<file path="src/pkg/est_defines.vh">
/*
 Constants of the elapsed seconds timer: register offsets, field positions,
 reset values and delays. Included by the timer's design file and by its
 bench, which takes its expected values from here.
*/
`ifndef EST_DEFINES_VH
`define EST_DEFINES_VH

// Register byte offsets
`define EST_OFF_MODE      8'h00
`define EST_OFF_ALARM     8'h04
`define EST_OFF_COUNT     8'h08
`define EST_OFF_STATUS    8'h0c
`define EST_OFF_EVT_CLR   8'h10

// Mode register fields
`define EST_DIV_MSB       15
`define EST_ALM_IEN_BIT   16
`define EST_TICK_IEN_BIT  17
`define EST_RESTART_BIT   18

// Status register fields
`define EST_ALM_FLAG_BIT  0
`define EST_TICK_FLAG_BIT 1

// Reset values
`define EST_MODE_RST      32'h0000_8000
`define EST_ALARM_RST     32'hffff_ffff
`define EST_COUNT_RST     32'h0000_0000

// Slow clock edges between a request and its effect
`define EST_SYNC_SLOW     2'h2

`endif

</file>
<file path="src/rtl/est_timer.v">
/*
 Elapsed seconds timer: 32-bit count fed by the slow clock through a
 16-bit prescaler, tick and alarm flags, one interrupt, APB slave.
 Assumes slow_clk is a free running slow clock slower than sys_clk/4,
 and an APB master on sys_clk.

 Register map, byte addresses on paddr:
   0x00 timer_mode_control: [15:0] prescale_divisor, [16] alarm_irq_enable,
        [17] tick_irq_enable, [18] restart_divider (write pulse, reads 0)
   0x04 alarm_compare: alarm_compare_value, all ones after reset
   0x08 current_count: current_count_value, read only
   0x0c event_status: [0] alarm_flag, [1] tick_flag, read clears both
   0x10 event clear: write ones to clear single flags, reads 0
   Other addresses answer with pslverr and have no side effect.

 Bus timing: one wait state on every transfer; pready, prdata and
 pslverr are registered and stand for one cycle.

 Slow domain: slow_clk passes two flip-flops and a third for the edge;
 each detected rising edge is one slow tick, two or three sys_clk cycles
 after the pin edge. Restart and flag clearing land on the second slow
 tick after the bus edge that asks for them; a new request restarts it.

 Limitations a user must know:
   Divisors of 1 or 2 may lose tick events, since clearing lags.
   The interrupt may stand two slow cycles after a status read, so a
   handler masks it and unmasks once the flags read as clear.
   The count moves with the slow clock; read it twice until equal.
   A divisor change without restart applies at the next compare; if the
   prescaler has already passed the new end it runs through 65536 ticks.
   Writes to the count and status registers are ignored.
   Alarm compare is direct equality and sets the flag while equal.
*/
`timescale 1ns/100ps
`include "est_defines.vh"

// Function
// - Count advances once per prescaler period of slow clock, divisor is 16 bits.
// - Divisor zero means a period of 65536 slow clocks, else the divisor.
// - Count wraps from all ones to zero silently.
// - Every count increment sets the tick flag, held until status read or event clear write.
// - Count equal to alarm register sets the alarm flag.
// - Alarm register resets to all ones.
// - Reading status clears tick and alarm flags.
// - Flag clearing lands two slow clock edges after the read.
// - Writing restart reloads prescaler and zeroes the count.
// - Restart becomes effective two slow clock edges after the write.
// - Alarm interrupt enable lets alarm flag drive the interrupt.
// - Tick interrupt enable lets tick flag drive the interrupt.
// - Prescale divisor resets to 0x8000.
module est_timer (
  // Clock and reset
  input  wire        sys_clk,
  input  wire        rst,
  // Slow clock, asynchronous
  input  wire        slow_clk,
  // APB slave
  input  wire        psel,
  input  wire        penable,
  input  wire        pwrite,
  input  wire [7:0]  paddr,
  input  wire [31:0] pwdata,
  output reg  [31:0] prdata,
  output reg         pready,
  output reg         pslverr,
  // Interrupt
  output reg         irq
);

  ////////////////////////////////////////////////////////////////////////////
  // Declarations

  reg  [2:0]  slow_sync_ff;
  reg  [15:0] mode_div_ff;
  reg  [1:0]  mode_ien_ff;
  reg  [31:0] alarm_ff;
  reg  [31:0] count_ff;
  reg  [15:0] presc_ff;
  reg  [1:0]  flags_ff;
  reg  [1:0]  clr_mask_ff;
  reg  [1:0]  clr_wait_ff;
  reg         rst_pend_ff;
  reg  [1:0]  rst_wait_ff;
  reg  [1:0]  nxt_flags;
  reg  [31:0] nxt_rdata;
  reg         nxt_err;
  wire        slow_tick;
  wire        acc_done;
  wire        wr_done;
  wire        rd_done;
  wire        inc_now;
  wire        alm_now;
  wire        restart_wr;
  wire        status_rd;
  wire        evt_clr_wr;
  wire        clr_fire;
  wire        rst_fire;
  wire        mode_wr;
  wire        alarm_wr;
  reg  [2:0]  nxt_slow_sync;
  reg         nxt_ready;
  reg         nxt_slverr;
  reg  [31:0] nxt_prdata;
  reg  [15:0] nxt_mode_div;
  reg  [1:0]  nxt_mode_ien;
  reg  [31:0] nxt_alarm;
  reg         nxt_rst_pend;
  reg  [1:0]  nxt_rst_wait;
  reg  [1:0]  nxt_clr_mask;
  reg  [1:0]  nxt_clr_wait;
  reg  [15:0] nxt_presc;
  reg  [31:0] nxt_count;
  reg         nxt_irq;

  // Reset value of the mode register, fields taken from it
  localparam [31:0] MODE_RST_VAL = `EST_MODE_RST;

  // Register select: finished access to one register offset
  function addr_hit;
    input       done;
    input [7:0] addr;
    input [7:0] off;
    begin
      addr_hit = done & (addr == off);
    end
  endfunction

  // Prescaler period end: divisor zero wraps through 65536 ticks
  function period_end;
    input [15:0] presc;
    input [15:0] div;
    begin
      period_end = (presc == div - 16'h0001);
    end
  endfunction

  // Wait counter step: load on a request, count slow edges down otherwise
  function [1:0] wait_step;
    input       req;
    input       tick;
    input [1:0] cnt;
    begin
      if (req) begin
        wait_step = `EST_SYNC_SLOW;
      end else if (tick && cnt != 2'h0) begin
        wait_step = cnt - 2'h1;
      end else begin
        wait_step = cnt;
      end
    end
  endfunction

  ////////////////////////////////////////////////////////////////////////////
  // Slow clock synchroniser and rising edge detect

  // Shift the pin into the synchroniser chain
  always @* begin
    nxt_slow_sync = {slow_sync_ff[1:0], slow_clk};
  end

  // Synchroniser and edge stage registers
  always @(posedge sys_clk) begin
    if (rst) begin
      slow_sync_ff <= 3'h0;
    end else begin
      slow_sync_ff <= nxt_slow_sync;
    end
  end

  // Edge taken from second and third stages only
  assign slow_tick = slow_sync_ff[1] & ~slow_sync_ff[2];

  ////////////////////////////////////////////////////////////////////////////
  // APB decode: access phase lasts two cycles, pready registered

  assign acc_done   = psel & penable & pready;
  assign wr_done    = acc_done & pwrite & ~pslverr;
  assign rd_done    = acc_done & ~pwrite & ~pslverr;
  assign mode_wr    = addr_hit(wr_done, paddr, `EST_OFF_MODE);
  assign alarm_wr   = addr_hit(wr_done, paddr, `EST_OFF_ALARM);
  assign restart_wr = mode_wr & pwdata[`EST_RESTART_BIT];
  assign status_rd  = addr_hit(rd_done, paddr, `EST_OFF_STATUS);
  assign evt_clr_wr = addr_hit(wr_done, paddr, `EST_OFF_EVT_CLR);

  // Read data and error answer
  always @* begin
    nxt_rdata = 32'h0000_0000;
    nxt_err   = 1'b0;
    case (paddr)
      `EST_OFF_MODE:    nxt_rdata = {14'h0000, mode_ien_ff, mode_div_ff};
      `EST_OFF_ALARM:   nxt_rdata = alarm_ff;
      `EST_OFF_COUNT:   nxt_rdata = count_ff;
      `EST_OFF_STATUS:  nxt_rdata = {30'h0000_0000, flags_ff};
      `EST_OFF_EVT_CLR: nxt_rdata = 32'h0000_0000;
      default:          nxt_err   = 1'b1;
    endcase
  end

  // Bus answer next values: one wait state, answer for one cycle
  always @* begin
    nxt_ready  = psel & penable & ~pready;
    nxt_slverr = nxt_ready & nxt_err;
    nxt_prdata = 32'h0000_0000;
    if (nxt_ready && !pwrite) begin
      nxt_prdata = nxt_rdata;
    end
  end

  // Bus answer registers
  always @(posedge sys_clk) begin
    if (rst) begin
      pready  <= 1'b0;
      prdata  <= 32'h0000_0000;
      pslverr <= 1'b0;
    end else begin
      pready  <= nxt_ready;
      pslverr <= nxt_slverr;
      prdata  <= nxt_prdata;
    end
  end

  ////////////////////////////////////////////////////////////////////////////
  // Mode and alarm registers

  // Mode and alarm next values; the restart bit is never stored
  always @* begin
    nxt_mode_div = mode_div_ff;
    nxt_mode_ien = mode_ien_ff;
    nxt_alarm    = alarm_ff;
    if (mode_wr) begin
      nxt_mode_div = pwdata[`EST_DIV_MSB:0];
      nxt_mode_ien = pwdata[`EST_TICK_IEN_BIT:`EST_ALM_IEN_BIT];
    end
    if (alarm_wr) begin
      nxt_alarm = pwdata;
    end
  end

  // Mode and alarm registers
  always @(posedge sys_clk) begin
    if (rst) begin
      mode_div_ff <= MODE_RST_VAL[`EST_DIV_MSB:0];
      mode_ien_ff <= MODE_RST_VAL[`EST_TICK_IEN_BIT:`EST_ALM_IEN_BIT];
      alarm_ff    <= `EST_ALARM_RST;
    end else begin
      mode_div_ff <= nxt_mode_div;
      mode_ien_ff <= nxt_mode_ien;
      alarm_ff    <= nxt_alarm;
    end
  end

  ////////////////////////////////////////////////////////////////////////////
  // Delayed restart and flag clear, counted in slow clock edges

  assign rst_fire = rst_pend_ff & slow_tick & (rst_wait_ff == 2'h1);
  assign clr_fire = (clr_mask_ff != 2'h0) & slow_tick & (clr_wait_ff == 2'h1);

  always @(posedge sys_clk) begin
    if (rst) begin
      rst_pend_ff <= 1'b0;
      rst_wait_ff <= 2'h0;
      clr_mask_ff <= 2'h0;
      clr_wait_ff <= 2'h0;
    end else begin
      rst_wait_ff <= nxt_rst_wait;
      rst_pend_ff <= nxt_rst_pend;
      clr_wait_ff <= nxt_clr_wait;
      clr_mask_ff <= nxt_clr_mask;
    end
  end

  // Wait and mask next values; clear masks accumulate while waiting
  always @* begin
    nxt_rst_wait = wait_step(restart_wr, slow_tick, rst_wait_ff);
    nxt_rst_pend = restart_wr | (rst_pend_ff & ~rst_fire);
    nxt_clr_wait = wait_step(status_rd | evt_clr_wr, slow_tick, clr_wait_ff);
    nxt_clr_mask = clr_mask_ff;
    if (status_rd) begin
      nxt_clr_mask = 2'h3;
    end else if (evt_clr_wr) begin
      nxt_clr_mask = clr_mask_ff | pwdata[1:0];
    end else if (clr_fire) begin
      nxt_clr_mask = 2'h0;
    end
  end

  ////////////////////////////////////////////////////////////////////////////
  // Prescaler and count

  // Period end when prescaler reaches divisor minus one; zero wraps to 65536
  assign inc_now = slow_tick & ~rst_fire & period_end(presc_ff, mode_div_ff);
  assign alm_now = (count_ff == alarm_ff);

  // Prescaler and count next values; restart wins over increment
  always @* begin
    nxt_presc = presc_ff;
    nxt_count = count_ff;
    if (rst_fire) begin
      nxt_presc = 16'h0000;
      nxt_count = `EST_COUNT_RST;
    end else if (inc_now) begin
      nxt_presc = 16'h0000;
      nxt_count = count_ff + 32'h0000_0001;
    end else if (slow_tick) begin
      nxt_presc = presc_ff + 16'h0001;
    end
  end

  // Prescaler and count registers
  always @(posedge sys_clk) begin
    if (rst) begin
      presc_ff <= 16'h0000;
      count_ff <= `EST_COUNT_RST;
    end else begin
      presc_ff <= nxt_presc;
      count_ff <= nxt_count;
    end
  end

  ////////////////////////////////////////////////////////////////////////////
  // Sticky flags: a set in the clearing cycle wins

  always @* begin
    nxt_flags = flags_ff;
    if (clr_fire) begin
      nxt_flags = flags_ff & ~clr_mask_ff;
    end
    if (inc_now) begin
      nxt_flags[`EST_TICK_FLAG_BIT] = 1'b1;
    end
    if (alm_now) begin
      nxt_flags[`EST_ALM_FLAG_BIT] = 1'b1;
    end
    nxt_irq = |(nxt_flags & mode_ien_ff);
  end

  // Sticky flag registers
  always @(posedge sys_clk) begin
    if (rst) begin
      flags_ff <= 2'h0;
    end else begin
      flags_ff <= nxt_flags;
    end
  end

  // Interrupt output, in step with the flags
  always @(posedge sys_clk) begin
    if (rst) begin
      irq <= 1'b0;
    end else begin
      irq <= nxt_irq;
    end
  end

endmodule // est_timer

</file>
<file path="config.mk">
export PLATFORM = sky130hd
export DESIGN_NAME = est_timer
export DESIGN_NICKNAME = d
export VERILOG_FILES = /design/src/rtl/est_timer.v
export VERILOG_INCLUDE_DIRS = /design/src /design/src/pkg
export SDC_FILE = /design/constraint.sdc
export NUM_CORES = 1
export LEC_CHECK = 0
export ABC_AREA = 1
export BUFFER_PORTS_ARGS = -buffer_cell sky130_fd_sc_hd__buf_2
export CORE_UTILIZATION = 50
export DETAILED_ROUTE_END_ITERATION = 16
export PLACE_DENSITY = 0.78
export SLEW_MARGIN = 20
export SYNTH_ARGS = -nofsm -noshare
export SYNTH_HDL_FRONTEND = slang
export SYNTH_SLANG_ARGS = --single-unit
</file>
<file path="constraint.sdc">
create_clock -name sys_clk -period 2.3 [get_ports sys_clk]
set_clock_uncertainty 0.05 [all_clocks]
set_input_delay 0.46 -clock sys_clk [delete_from_list [all_inputs] [get_ports sys_clk]]
set_output_delay 0.46 -clock sys_clk [all_outputs]
set_load 0.02 [all_outputs]
</file>
# After elaboration in Yosys (flattened, before gate mapping)
# Cells that the tools add are included.
dict set report word_totals {
  input_bits 46
  elab_cells 93
  reg_bits 145
  output_inout_bits 35
}
dict set report classes {
  addsub 5
  n_bitwise 33
  mux 12
  n_eq_ne 8
  n_reduce_logical 18
}
# op count
set ops {}
lappend ops {{$pmux W32 S4} 1}
lappend ops {{$add A32 B1 Y32 const B} 1}
lappend ops {{$eq A32 B32 Y1} 1}
lappend ops {{$and A1 B1 Y1} 21}
lappend ops {{$add A16 B1 Y16 const B} 1}
lappend ops {{$eq A16 B16 Y1} 1}
lappend ops {{$eq A8 B4 Y1 const B} 2}
lappend ops {{$mux W2} 8}
lappend ops {{$sub A16 B1 Y16 const B} 1}
lappend ops {{$reduce_bool A2 Y1} 5}
lappend ops {{$reduce_or A2 Y1} 5}
lappend ops {{$eq A8 B3 Y1 const B} 1}
lappend ops {{$eq A8 B5 Y1 const B} 1}
lappend ops {{$logic_not A8 Y1} 1}
lappend ops {{$not A1 Y1} 6}
lappend ops {{$reduce_or A5 Y1} 1}
lappend ops {{$and A2 B2 Y2} 2}
lappend ops {{$eq A2 B1 Y1 const B} 2}
lappend ops {{$sub A2 B1 Y2 const B} 2}
lappend ops {{$logic_and A1 B1 Y1} 3}
lappend ops {{$mux W1} 3}
lappend ops {{$reduce_bool A3 Y1} 1}
lappend ops {{$reduce_or A3 Y1} 1}
lappend ops {{$not A2 Y2} 1}
lappend ops {{other kinds (3)} 4}

# Logic depth before layout (Yosys ltp)
# Gate-level depths: netlist of the first run.
dict set report depth {
  depth_word 10
  ltp_mapped 16
  ltp_nobuf 16
}

# Worst setup path before layout of the first run
# OpenSTA, ideal clock, no wires.
dict set report synth_path {
  kind {reg-to-reg}
  startpoint {reg mode_div_ff[0]}
  endpoint {reg presc_ff[15]}
  stages_incl_launch_ff 16
  arrival_ps 1877
  period_less_slack_ps 2042
  slack_ps 258
  setup_ps 114
  path_buffers 1
  t_required_ps 2136
  cell_sequence {dfxtp_1 -> inv_1 -> ha_1 -> nand2_4 -> nor2_8 -> nand2_2 -> nand2_1 -> nand2_1 -> nand2_1 -> nor2_2 -> nand2_1 -> nor2_4 -> nand2_4 -> nand2_4 -> buf_6 -> nor2_1}
}
dict set report synth_between {
  elab_chain_cells 4
}
# element line_no
set synth_lines {}
lappend synth_lines {{start, declared} est_timer.v:74} ;# reg [15:0] mode_div_ff;
lappend synth_lines {{start signal, assigned} est_timer.v:242} ;# mode_div_ff <= MODE_RST_VAL[`EST_DIV_MSB:0];
lappend synth_lines {{start signal, assigned} est_timer.v:246} ;# mode_div_ff <= nxt_mode_div;
lappend synth_lines {{$sub A16 B1 Y16} est_timer.v:133} ;# period_end = (presc == div - 16'h0001);
lappend synth_lines {{$eq A16 B16 Y1} est_timer.v:133}
lappend synth_lines {{$and A1 B1 Y1} est_timer.v:291} ;# assign inc_now = slow_tick & ~rst_fire & period_end(presc_ff, mode_div_ff);
lappend synth_lines {{$reduce_or A3 Y1 (no line)} n/a}
lappend synth_lines {{end signal, assigned} est_timer.v:315} ;# presc_ff <= nxt_presc;
lappend synth_lines {{end, declared} est_timer.v:78} ;# reg [15:0] presc_ff;
# Every way passes these cells.
# A chain may end at the register's enable or synchronous reset.

# Worst setup path in the final report of the first run
dict set report layout_path {
  startpoint {reg mode_div_ff[2]}
  endpoint {reg count_ff[8]}
}
dict set report layout_between {
  elab_chain_cells 3
}
# element line_no
set layout_lines {}
lappend layout_lines {{$sub A16 B1 Y16} est_timer.v:133}
lappend layout_lines {{$eq A16 B16 Y1} est_timer.v:133}
lappend layout_lines {{$and A1 B1 Y1} est_timer.v:291}
lappend layout_lines {{end signal, assigned} est_timer.v:313} ;# count_ff <= `EST_COUNT_RST;
lappend layout_lines {{end signal, assigned} est_timer.v:316} ;# count_ff <= nxt_count;
lappend layout_lines {{end, declared} est_timer.v:77} ;# reg [31:0] count_ff;
# Every way passes these cells.

==> results.md, run 1 <==
- The share of cells above drive strength 1 is 16.8%.
- In the routed design, unresolved DRC markers number 0.
- The routed wire length is 23,000 µm.
- The fraction of the mapped netlist area in simple logic gates is 36.7%.
- For this run, the number of Yosys warnings is 0.
- The cell area that synthesis handed to floorplanning was 0.00770 mm².
- The class of the tightest hold or removal check is in2reg.
- Measured against the total synthesized area, the mux share comes to 0.130%.
- OpenSTA, run right after detailed placement, puts the worst setup slack at 0.0469 ns.
- Summing the areas of all fa, ha and maj instances in the mapped netlist gives 1.14% of the synthesized area.
- The critical hold path startpoint is slow_clk.
- The number of antenna violations at the first check in global routing is 0.
- The synthesized design contains 145 register bits.
- The wire-length estimate of the detail-placed layout is 16,600 µm.
- The first global-routing pass estimated 36,800 µm of wire.
- The startpoint of the most critical register-to-register path is mode_div_ff[2].
- Dividing the final minimum period by the clock period gives 94.0%.
- The area of the die is 0.0159 mm².
- For the worst flop-to-flop path, the logic depth is 13.
- After floorplanning, the core was divided into 44 placement rows.
- When the netlist entered floorplanning its net count stood at 1,197.
- The primary flip-flop cell chosen by synthesis mapping is sky130_fd_sc_hd__dfxtp_1.
- The area share of the largest cell type after synthesis is 37.7%.
- The DRC marker count from the first detailed-route iteration is 712.
- The worst-skew pair later-pin latency is 0.43 ns.
- For this configuration, the core starts out at a cell density of 52.2%.
- Sequential cells were found to cover 37.7% of the synthesized design area.
- The repair_antennas step left the layout with diodes totalling 0.
- TritonCTS built the clock tree.
- The cell accounting for the most synthesized area is sky130_fd_sc_hd__dfxtp_1.
- The clock tree synthesis step divided the H-tree into 4 levels.
- The kind of cell with the highest combined delay along the critical path is simple AND/OR/NAND/NOR gates.
- The data arrival time of the worst path is 2.41 ns.
- The run finished with clean final reports.
- Buffers placed on the I/O ports in this run total 80.
- The critical path goes through inv_1 > nand2_1 > nor2_1 > o21ai_0 > nand2_1 > nand4_1 > inv_1 > nand3_1 > inv_1 > nand3_1 > buf_4 > nand2_1 > a21oi_1.
- The leakage power is 0.00408 µW.
- The total overflow reported by the global router is 0.
- The clock buffer count from CTS is 17.
- The class of the most critical setup path is reg2reg.
- The number of endpoints with negative hold slack in the final report came to 0.
- The minimum setup slack among reg-to-reg paths is 0.14 ns.
- The worst-case IR drop observed on VDD is 0.540 mV.
- The maximum number of buffers from clock root to sink is 2.
- Measured along the y axis, the die boundary spans 126 µm.
- The first-pass iteration count of the detailed router is 5.
- Yosys mapped the design onto 41 distinct sky130hd cell types.
- The upper clock frequency limit is 463 MHz.
- The minimum clock period after layout is 2.16 ns.
- The routed wire length per instance is 15.9 µm.
- The clock net sink count is 145.
- The smallest setup slack after layout is 0.138 ns.
- The count of placed standard cells in the final layout, fillers left out is 1,444.
- The top fanout value on the critical path is 14.
- The post-detailed-route via-to-cell ratio is 5.53.
- Global routing consumed, over all layers together, 29.5% of the routing resources.
- The number of maximum-capacitance violations is 0.
- The number of nets in the final layout is 1,301.
- The slew at the pin with the worst max-slew slack is 0.633 ns.
- The largest net degree at the start of global routing is 38.
- The kind of launch point of the worst setup path is a flop.
- The number of global-route vias before repair is 7,452.
- In this run, placement finished with an instance count of 1,411.
- The synthesized netlist devotes 8.95% of its cell area to compound gates.
- The mean instance size in the synthesized netlist is 6.73 µm².
- The die outline width is 126 µm.
- The xor/xnor cell area share of the yosys netlist is 6.71%.
- After synthesis, the cell types taking the most area are sky130_fd_sc_hd__dfxtp_1 38%, sky130_fd_sc_hd__nand2_1 16%, sky130_fd_sc_hd__nand3_1 6.6%.
- Setup violations remaining at the end of the flow were counted as 0.
- Power spread over the standard cell area amounts to 632 mW/mm².
- The final core utilization is 63.0%.
- Counting every instance in the synthesized netlist gives 1,144.
- STA classifies the critical path endpoint as a flop.
- The count of flip-flops with a built-in enable after synthesis is 0.
- The destination of the worst hold path is slow_sync_ff[0].
- The critical path contains buffers and inverters numbering 4 combined.
- The clock-pin slew on the worst setup and hold paths is 0.06 ns.
- Relative to the synthesized area, the layout overhead comes to 20.7%.
- Once detail routing completed, the nets flagged for antenna violations numbered 0.
- The number of pins with negative max-slew slack in the final report is 0.
- STA puts the critical path data required time at 2.55 ns.
- Along the worst hold path, the cell count comes to 3.
- The via count of the routed design is 7,981.
- The final hold slack is 0.190 ns.
- The proportion of synthesized flip-flops having asynchronous set or reset is 0%.
- The boundary pin count is 81.
- The headroom to the max-slew limit is 57.4%.
- Routability-driven placement finished with a final weighted congestion of 0.970.
- The slowest stage of the critical path is the sky130_fd_sc_hd__dfxtp_1 cell.
- The reg-to-reg critical path endpoint is count_ff[8].
- By area, the combinational part of the netlist is dominated by simple AND/OR/NAND/NOR gates.
- In this design, the stage delay of the slowest critical-path cell is 0.40 ns.
- The root buffer cell is sky130_fd_sc_hd__clkbuf_16.
- The area of the core region is 0.0148 mm².
==> tightest hold or removal path: cells and delay by family <==
family	cells	cell delay [ns]
buffers and inverters	2	0.13
and+or+nand+nor	1	0.03
==> logic make-up (layout without fill, tap and decap cells) <==
logic type,after synthesis,in the layout
AOI/OAI and AO/OA,125,125
xor gates and xnor gates,59,59
adders and majority gates,7,7
buffers and inverters,167,283
DFF,145,145
muxes,1,1
and+or+nand+nor,640,640
==> metrics by stage <==
stage / total power, µW / TNS, ns / area [µm²]
2_1_floorplan: 2640 / 0 / 7700
3_3_place_gp: 2720 / 0 / 8520
3_5_place_dp: 2720 / 0 / 8520
4_1_cts: 5880 / 0 / 9200
5_1_grt: 6010 / -0.0382 / 9290
6_report: 5870 / 0 / 9290
==> state kept, by name, indices dropped and copies added (netlist names), 2 cells and up <==
name	count
presc_ff	16
clr_mask_ff	2
prdata	32
slow_sync_ff	3
mode_div_ff	16
count_ff	32
rst_wait_ff	2
alarm_ff	32
flags_ff	2
clr_wait_ff	2
mode_ien_ff	2
==> layout make-up <==
cell class,instances,area [µm²]
Tap cell,184,230
Inverter,122,458
Fill cell,1337,5470
Clock buffer,19,453
Clock inverter,12,228
Multi-Input combinational cell,832,4200
Sequential cell,145,2900
Timing Repair Buffer,130,813
==> synthesized netlist by cell type, types with 7 or more instances <==
cell type                  number
sky130_fd_sc_hd__a21oi_1       69
sky130_fd_sc_hd__a31oi_1        9
sky130_fd_sc_hd__buf_2          7
sky130_fd_sc_hd__clkbuf_1      33
sky130_fd_sc_hd__dfxtp_1      145
sky130_fd_sc_hd__ha_1           7
sky130_fd_sc_hd__inv_1        117
sky130_fd_sc_hd__nand2_1      330
sky130_fd_sc_hd__nand3_1      101
sky130_fd_sc_hd__nand4_1       25
sky130_fd_sc_hd__nor2_1       119
sky130_fd_sc_hd__nor2_2         9
sky130_fd_sc_hd__nor3_1        23
sky130_fd_sc_hd__o211ai_1       8
sky130_fd_sc_hd__o21ai_0       26
sky130_fd_sc_hd__xnor2_1       33
sky130_fd_sc_hd__xor2_1        26
==> what timing repair did <==
item	in CTS	in global routing
resized for setup	0	15
setup buffers	0	2
setup endpoints to repair	0	49
hold buffers	0	0
==> how the worst max path moves through the flow <==
| stage | startpoint | end | slack [ns] | cells after the start |
|---|---|---|---|---|
| after floorplan | mode_div_ff[0] | presc_ff[15] | 0.26 | 15 |
| after global placement | mode_div_ff[1] | count_ff[2] | 0.15 | 15 |
| after detailed placement | mode_div_ff[1] | count_ff[30] | 0.05 | 12 |
| after CTS | mode_div_ff[1] | count_ff[29] | 0.006 | 12 |
| after global routing | mode_div_ff[7] | count_ff[30] | -0.02 | 14 |
| final | mode_div_ff[2] | count_ff[8] | 0.14 | 13 |
==> power by group <==
part	internal (µW)	switching [µW]	total [µW]
Sequential	2520	3.80	2520
Combinational	52.8	95.7	148
Clock	2090	1100	3200
==> layer usage <==
metal	global-route usage [%]	up-vias	share of wire, %	routed length, µm
met2	47.1	369	45	10400
met3	5.73	56	8.3	1910
met4	14.0	0	3.4	791
li1	-	3870	-	-
met1	38.5	3686	43	9830
met5	0	-	0	0
==> placed cells by master, fill, tap and decap left out, drive strengths merged <==
cell type  synthesis  routed
nand3b             4       4
or2                4       4
clkbuf            34      19
o22ai              1       1
o31ai              1       1
bufinv             0       6
nand4             25      25
nor3              23      23
o21bai             1       1
nand2            337     337
nand3            104     104
a221oi             2       2
ha                 7       7
mux2i              1       1
o211ai             8       8
buf               11     130
dfxtp            145     145
a31oi              9       9
inv              122     124
xnor2             33      33
nor3b              1       1
nor4               7       7
o2111ai            1       1
a21oi             69      69
o221ai             3       3
xor2              26      26
clkinv             0       3
clkinvlp           0       1
nor2             135     135
o21ai             30      30
Power figures use the tool's default switching activity.
==> inputs of run 2 (changes only) <==
--- a/config.mk
+++ b/config.mk
@@ -8,3 +8,2 @@
 export LEC_CHECK = 0
-export ABC_AREA = 1
 export BUFFER_PORTS_ARGS = -buffer_cell sky130_fd_sc_hd__buf_2
--- a/constraint.sdc
+++ b/constraint.sdc
@@ -4,2 +4,2 @@
 set_output_delay 0.46 -clock sys_clk [all_outputs]
-set_load 0.02 [all_outputs]
+set_load 0.005 [all_outputs]
==> run 2 against run 1 <==
Effect of this change: the run now ends with negative setup slack left; sequential power is essentially flat; register-to-register slack lost 0.85 ns; flip-flop and latch count is the same; final cell count down 21%; total power rose by 1.5%; die area decreased by 9.6%; critical path depth shrank 4; first-iteration DRC count down 3.7%.
==> results.md, run 2 <==
- The number of endpoints with negative hold slack in the final report is 0.
- The final antenna diode count is 0.
- The worst hold path begins at pwdata[29].
- Setup violations remaining at the end of the flow were counted as 50.
- For the pin with the worst max-slew slack, the measured transition is 1.08 ns.
- Across all setup checks in the final design, the least slack found is -0.711 ns.
- Counting distinct cell types in the post-synthesis netlist gives 50.
- Counting along the longest clock path gives a buffer depth of 2.
- The startpoint of the most critical register-to-register path is mode_div_ff[4].
- In this run the cell area measured after placement is 0.00816 mm².
- The pre-CTS setup slack is -0.750 ns.
- The signal on the critical path passes through or4_4 > nor4_4 > mux2i_1 > a31oi_1 > or4_4 > buf_12 > buf_16 > or4_4 > a21oi_2.
- The routability congestion estimate is 0.905.
- The post-synthesis instance area is 0.00695 mm².
- Dividing the detail-routed wire length by the instance count gives 17.5 µm.
- By instance count, the cell type seen most on the critical path is sky130_fd_sc_hd__or4_4.
- The final layout contains routed wiring with a total length of 19,900 µm.
- The antenna violation net count after detailed routing is 0.
- Once the floorplan was initialized, standard cells occupied 51.9% of the core.
- In the final layout, the registers with the most flip-flops are alarm_ff (32), count_ff (32), prdata (32).
- In the synthesized netlist the dominant register cell turns out to be sky130_fd_sc_hd__dfxtp_1.
- The combinational family with the most area after synthesis is simple AND/OR/NAND/NOR gates.
- Dividing total power by cell area gives a power density of 654 mW/mm².
- 81 I/O pins were placed.
- Summing the areas of all compound-gate instances in the mapped netlist gives 17.0% of the synthesized area.
- Dividing the synthesized area by the synthesized cell count gives 8.54 µm².
- In the layout the commonest cells are 142 x sky130_fd_sc_hd__dfxtp_1, 87 x sky130_fd_sc_hd__nor2_1, 86 x sky130_fd_sc_hd__buf_4.
- The most frequent standard cell in the layout excluding fill and tap cells is sky130_fd_sc_hd__dfxtp_1.
- The total power draw is 5950 µW.
- The synthesized design spends more area on one cell type than any other, namely sky130_fd_sc_hd__dfxtp_1.
- The first global-routing pass estimated 31,900 µm of wire.
- The final reports fail on negative setup slack.
- The number of pins with negative max-slew slack in the final report was 0.
- The finished cells cover 0.00910 mm².
- Clock tree synthesis inserted a total of 17 buffers.
- The number of maximum-capacitance violations is 0.
- In this run the register-to-register setup slack is -0.71 ns.
- The data arrival time of the worst path is 3.32 ns.
- The multi-input combinational cells in the finished layout cover a total of 0.00396 mm².
- After synthesis, the most frequently instantiated cells are 145 x sky130_fd_sc_hd__dfxtp_1, 87 x sky130_fd_sc_hd__nor2_1, 72 x sky130_fd_sc_hd__a21oi_1.
- After synthesis, the share of cell area in mux cells is 2.92%.
- Global routing used 28.7% of the available tracks.
- Buffers placed on the I/O ports in this run total 80.
- The total overflow reported by the global router is 0.
- The run finished, with violations left.
- Of all nets on the critical path, the largest fanout is 8.
- The number of synthesis warnings is 0.
- The upper clock frequency limit is 332 MHz.
- The chip height is 120 µm.
- TritonCTS built the clock tree.
- The number of antenna violations at the first check in global routing is 0.
- The worst hold path terminates at alarm_ff[29].
- Of the cells placed in the final design, the portion with a size suffix greater than 1 is 26.0%.
- Detailed placement finished with a half-perimeter wire length of 13,100 µm.
- Relative to the synthesized area, the layout overhead comes to 31.0%.
- The number of global-route vias before repair is 6,428.
- When the netlist entered floorplanning its net count stood at 867.
- The required time reported for the critical path endpoint is 2.61 ns.
- The final-layout fill cell count is 1,026.
- The cell count after synthesis came out at 814.
- The area share of the largest cell type after synthesis is 41.8%.
- Summed over all failing endpoints, the final setup total negative slack is -30.78 ns.
- The post-route fraction of the period consumed by the critical path is 131%.
- For this design the static power due to leakage is 0.00346 µW.
- The kind of launch point of the worst setup path is a flop.
- Summing over every cut layer, the via total after detailed routing is 6,671.
- The post-synthesis sequential element count is 145.
- After Yosys synthesis, XOR and XNOR cells account for 8.70% of the synthesized area.
- Of all flip-flops after synthesis, the portion carrying an async set or reset was 0%.
- The worst-case IR drop observed on VDD is 0.473 mV.
- The count of hold buffers inserted by post-cts repair is 0.
- The count of flip-flops with a built-in enable after synthesis is 0.
- The worst hold path belongs to the class in2reg.
- Ranked by total cell area, the synthesized netlist is headed by sky130_fd_sc_hd__dfxtp_1 42%, sky130_fd_sc_hd__xnor2_1 6.8%, sky130_fd_sc_hd__a21oi_1 5.2%.
- The critical path is of the reg2reg type.
- The clock net sink count is 145.
- The die is 120 µm wide.
- Summing the areas of all fa, ha and maj instances in the mapped netlist gives 1.26% of the synthesized area.
- The clock-pin slew on the worst setup and hold paths is 0.06 ns.
- The post-detailed-route via-to-cell ratio is 5.86.
- The area of the core region is 0.0134 mm².
- For the worst flop-to-flop path, the logic depth is 9.
- The library cell with the highest instance count after synthesis is sky130_fd_sc_hd__dfxtp_1.
- Entering global routing, the biggest net connects 49 pins.
- The worst setup path is captured at a flop.
- For this run, the slowest stage of the critical path takes 0.59 ns.
- Summing the areas of all and, or, nand and nor instances in the mapped netlist gives 24.0% of the synthesized area.
- The DRC marker count from the first detailed-route iteration is 686.
- In this run the critical register-to-register path is captured at count_ff[16].
- The share of the Yosys chip area taken by registers is 41.8%.
- The headroom to the max-slew limit is 27.7%.
- The number of rows in the core area is 42.
- The die covers 0.0144 mm².
- CTS placed an instance of sky130_fd_sc_hd__clkbuf_16 at the clock tree root.
- The H-tree was split into 4 levels.
- The later pin in the worst-skew pair is clocked with a latency of 0.43 ns.
- Setup repair after global routing could not meet its margin everywhere.
- The first-pass iteration count of the detailed router is 8.
- The number of nets in the final layout is 1,002.
- The worst hold path was traced through 2 stages.
- The minimum clock period after layout is 3.01 ns.
- The register area is 0.00291 mm².
- The count of unresolved DRC violations after routing is 0.
- The master of the slowest instance on the critical path is sky130_fd_sc_hd__or4_4.
## run 2: cell types whose count changed in the layout (fill, tap and decap cells not counted), moves of 14 or more
cell,previous run,this run
sky130_fd_sc_hd__buf_4,47,86
sky130_fd_sc_hd__nor3_1,20,6
sky130_fd_sc_hd__mux2i_1,1,18
sky130_fd_sc_hd__nand2_1,330,68
sky130_fd_sc_hd__a211o_1,0,33
sky130_fd_sc_hd__nor2b_1,0,39
sky130_fd_sc_hd__a22oi_1,0,17
sky130_fd_sc_hd__nand3_1,101,21
sky130_fd_sc_hd__or4_1,0,14
sky130_fd_sc_hd__inv_1,116,7
sky130_fd_sc_hd__nor2_1,114,87
sky130_fd_sc_hd__xnor2_1,32,54
## run 2: area by class of cell
type	instances	area share [%]
Clock buffer	19	4.75
Clock inverter	13	2.83
Inverter	9	0.399
Multi-Input combinational cell	599	43.5
Sequential cell	145	31.9
Tap cell	176	2.42
Timing Repair Buffer	177	14.2
## run 2: worst max path at each step
stage / start / to / slack (ns)
detailed placement: mode_div_ff[0] / count_ff[31] / -0.75
global route: mode_div_ff[0] / count_ff[22] / -0.89
floorplan: mode_div_ff[0] / count_ff[31] / -0.61
CTS: mode_div_ff[8] / count_ff[13] / -0.68
finish: mode_div_ff[4] / count_ff[16] / -0.71
global placement: mode_div_ff[0] / count_ff[18] / -0.69
## run 2: worst max-delay path: cells and delay by family (launching register included)
family	cells	cell delay, ns
buffers and inverters	2	0.30
muxes	1	0.21
AOI/OAI and AO/OA	2	0.19
DFF	1	0.35
and+or+nand+nor	4	1.83
## run 2: where the power goes
part	internal (µW)	leakage, µW	switching [µW]
combinational	69.7	0.00195	115
clock	2150	0.000332	1100
sequential	2520	0.00117	2.83
## run 2: layer usage
metal	share of wire, %	wire length (µm)	vias up	track usage [%]
li1	-	-	3161	-
met4	3.7	733	0	14.6
met3	6.8	1350	58	6.46
met5	0	0	-	0
met2	48	9610	293	46.7
met1	41	8250	3159	35.4
## run 2: kinds of logic after synthesis
kind of cell,after synthesis
simple gates,320
compound gates,182
flops,145
buf+inv,71
xor+xnor,69
mux,20
fa+ha+maj,7
## run 2: metrics by stage
| stage | util (%) | hold WS [ns] | cells |
|---|---|---|---|
| 2_1_floorplan | - | 0.364 | 814 |
| 3_3_place_gp | 60.9 | 0.368 | 1100 |
| 3_5_place_dp | 60.9 | 0.372 | 1100 |
| 4_1_cts | 67.3 | 0.168 | 1137 |
| 5_1_grt | 67.9 | 0.178 | 1138 |
| 6_report | 67.9 | 0.176 | 1138 |
## run 2: timing repair
action,4_1_cts,5_1_grt
buffers inserted,1,1
endpoints found under the hold margin,0,0
cloned,4,0
resized for setup,17,17
pin swaps,12,4
setup endpoints to repair,50,54
==> inputs of run 3 (changes only) <==
BUFFER_PORTS_ARGS = not set   (was -buffer_cell sky130_fd_sc_hd__buf_2)
DONT_BUFFER_PORTS = 1   (was not set)
PLACE_DENSITY = 0.73   (was 0.78)
==> run 3 against run 2 <==
Effect of this change: fmax is 1.5% lower; largest power group unchanged; routed wire length is 1.9% lower; flip-flop and latch count stayed put; total power is 2.0% lower; die area stayed put; largest cell class unchanged; register-to-register slack worse by 0.05 ns; final cell count is 6.6% lower; clock power hardly changed; the flow still finishes with violations (negative setup slack); setup slack worse by 0.047 ns; critical endpoint is now count_ff[31].
==> results.md, run 3 (same netlist as run 2, synthesis figures left out) <==
- The clock passes through at most 2 buffers.
- The endpoint of the most critical setup path is count_ff[31].
- The number of global-route vias before repair was 6,310.
- After detailed placement, the design holds a cell count of 1,022.
- The worst register-to-register path has a setup slack of -0.76 ns.
- The reg-to-reg critical path endpoint is count_ff[31].
- The boundary pin count is 81.
- At the pin with the least slew margin, the transition time is 1.13 ns.
- For the worst flop-to-flop path, the logic depth is 8.
- Setup repair after global routing could not meet its margin everywhere.
- In this design, the critical path's most frequently occurring cell is sky130_fd_sc_hd__or4_4.
- The largest registers in the layout are alarm_ff (32), count_ff (32), prdata (32).
- The root buffer cell is sky130_fd_sc_hd__clkbuf_16.
- The number of pins with negative max-slew slack in the final report was 0.
- Cells fill 64.9% of the core in the end.
- The clock buffer count from CTS is 17.
- The flow ran to the end, but the final reports show violations.
- The most frequent standard cell in the layout excluding fill and tap cells is sky130_fd_sc_hd__dfxtp_1.
- Input and output buffers added on the ports amount to 0.
- Leaving out fill and tap cells, the most frequent cells in the layout are 141 x sky130_fd_sc_hd__dfxtp_1, 90 x sky130_fd_sc_hd__buf_4, 87 x sky130_fd_sc_hd__nor2_1.
- Based on the critical path, the design can be clocked at up to 327 MHz.
- The data arrival time of the worst path is 3.37 ns.
- The count of placed standard cells in the final layout, fillers left out is 1,063.
- The slowest stage of the critical path is the sky130_fd_sc_hd__or4_4 cell.
- Counting buffers and inverters, the worst setup path is 8 cells deep.
- Across the run, the number of max-cap violations was 0.
- The die covers 0.0144 mm².
- At the end of the flow, the number of nets in the layout was 928.
- The clock-pin slew on the worst setup and hold paths is 0.06 ns.
- The clock net sink count is 145.
- On the critical path the largest part of the delay comes from simple AND/OR/NAND/NOR gates.
- Along the worst path, the maximum fanout reaches 8.
- The headroom to the max-slew limit is 24.8%.
- The routed wire length per instance is 18.4 µm.
- Of the cells placed in the final design, the portion with a size suffix greater than 1 is 18.8%.
- The first detailed-routing pass took 5 iterations.
- The routed design has 19,600 µm of wire.
- Relative to the synthesized area, the layout overhead comes to 25.1%.
- The worst setup path is launched from a flop.
- The effective utilization at floorplan is 51.9%.
- The sum of buffers and inverters on the critical path is 1.
- CTS built an H-tree with a depth of 4.
- The startpoint of the most critical register-to-register path is mode_div_ff[5].
- The floorplan step set the die height to 120 µm.
- Row generation in the floorplan step produced 42 rows.
- The DRC marker count from the first detailed-route iteration is 693.
- The post-route fraction of the period consumed by the critical path is 133%.
- The analysis attributes to cell leakage a power of 0.00312 µW.
- The total overflow reported by the global router is 0.
- The worst setup path startpoint is mode_div_ff[5].
- The class of the tightest hold or removal check is in2reg.
- The via count of the routed design is 6,302.
- The overall track demand over capacity in global routing is 27.8%.
- The largest net degree at the start of global routing is 66.
- STA classifies the critical path endpoint as a flop.
- Dividing the detail-routed via count by the number of cells gives 5.93.
- The required time reported for the critical path endpoint is 2.61 ns.
- The detailed-placement wirelength estimate is 13,600 µm.
- The number of antenna diodes in the final layout is 0.
- The number of endpoints with negative hold slack in the final report is 0.
- At the later pin of the worst-skew pair, clock insertion delay measures 0.43 ns.
- After filler insertion, the fill cell instance count of the layout stands at 1,059.
- The smallest setup slack after layout is -0.758 ns.
- In the routed design, unresolved DRC markers number 0.
- The global-route wire length before repair is 31,200 µm.
- By startpoint and endpoint, the worst setup path is classified as reg2reg.
- For this design the ratio of total power to cell area is 671 mW/mm².
- The routability congestion estimate is 0.860.
- The area of the core region is 0.0134 mm².
- The number of antenna violations at the first check in global routing is 0.
- The minimum clock period after layout is 3.06 ns.
- The count of nets left with antenna violations once routing finished came out at 0.
- The delay of the slowest cell on the worst path is 0.65 ns.
- Setup total negative slack on the finished layout was measured at -30.74 ns.
- TritonCTS built the clock tree.
- The final setup violation count is 50.
- The die outline width is 120 µm.
- The checks that failed: negative setup slack.
- The signal on the critical path passes through or4_4 > nor4_4 > and3b_1 > o2111ai_1 > or4_4 > buf_12 > or4_1 > a21oi_1.
- The worst IR drop on VDD is 0.456 mV.
## run 3: cell count changes in the layout (fill, tap and decap cells not counted), sizes merged
cell    before  now
bufbuf       0    1
clkbuf      19   23
clkinv       4    2
bufinv       7    6
inv         10    9
buf        177  101
## run 3: metrics by stage
step / instance area, µm² / setup slack [ns] / hold WS [ns] / power [µW]
final: 8690 / -0.758 / 0.0703 / 5830
after global routing: 8690 / -0.839 / 0.0425 / 5980
after CTS: 8600 / -0.696 / 0.0289 / 5850
after detailed placement: 7760 / -0.817 / 0.375 / 2660
after global placement: 7760 / -0.745 / 0.368 / 2650
after floorplan: 7150 / -0.606 / 0.364 / 2660
## run 3: worst min path at each step
stage | startpoint | to | slack [ns] | cells after the start
after floorplan | slow_sync_ff[0] | slow_sync_ff[1] | 0.36 | 1
after global placement | slow_sync_ff[0] | slow_sync_ff[1] | 0.37 | 1
after detailed placement | slow_sync_ff[0] | slow_sync_ff[1] | 0.37 | 1
after CTS | rst | mode_div_ff[0] | 0.03 | 1
after global routing | rst | flags_ff[1] | 0.04 | 1
final | rst | clr_wait_ff[1] | 0.07 | 1
## run 3: cell type report
type	instances	area [µm²]	share of cell area [%]
inverter	9	36.3	0.417
timing repair buffer	103	942	10.8
clock buffer	22	484	5.57
sequential	145	2910	33.4
tap	176	220	2.53
clock inverter	9	201	2.32
multi-input combinational	599	3900	44.9
## run 3: routing by layer
| metal | vias up | global-route usage, % | wire (µm) |
|---|---|---|---|
| li1 | 3011 | - | - |
| met1 | 3035 | 32.5 | 8060 |
| met2 | 217 | 47.6 | 9790 |
| met3 | 39 | 7.98 | 1230 |
| met4 | 0 | 11.6 | 484 |
| met5 | - | 0 | 0 |
## run 3: where the power goes
| group | internal [µW] | total (µW) | switching (µW) | leakage (µW) |
|---|---|---|---|---|
| clock | 2140 | 3230 | 1080 | 0.000332 |
| sequential | 2520 | 2520 | 2.98 | 0.00117 |
| combinational | 36.4 | 86.9 | 50.6 | 0.00162 |
| total | 4700 | 5830 | 1140 | 0.00312 |
## run 3: repair_timing
| action | 4_1_cts | 5_1_grt |
|---|---|---|
| gates cloned | 4 | 1 |
| pin swaps | 4 | 8 |
| resized for setup | 11 | 15 |
| endpoints found under the setup margin | 50 | 50 |
| hold buffers | 0 | 0 |
| buffers inserted | 3 | 2 |
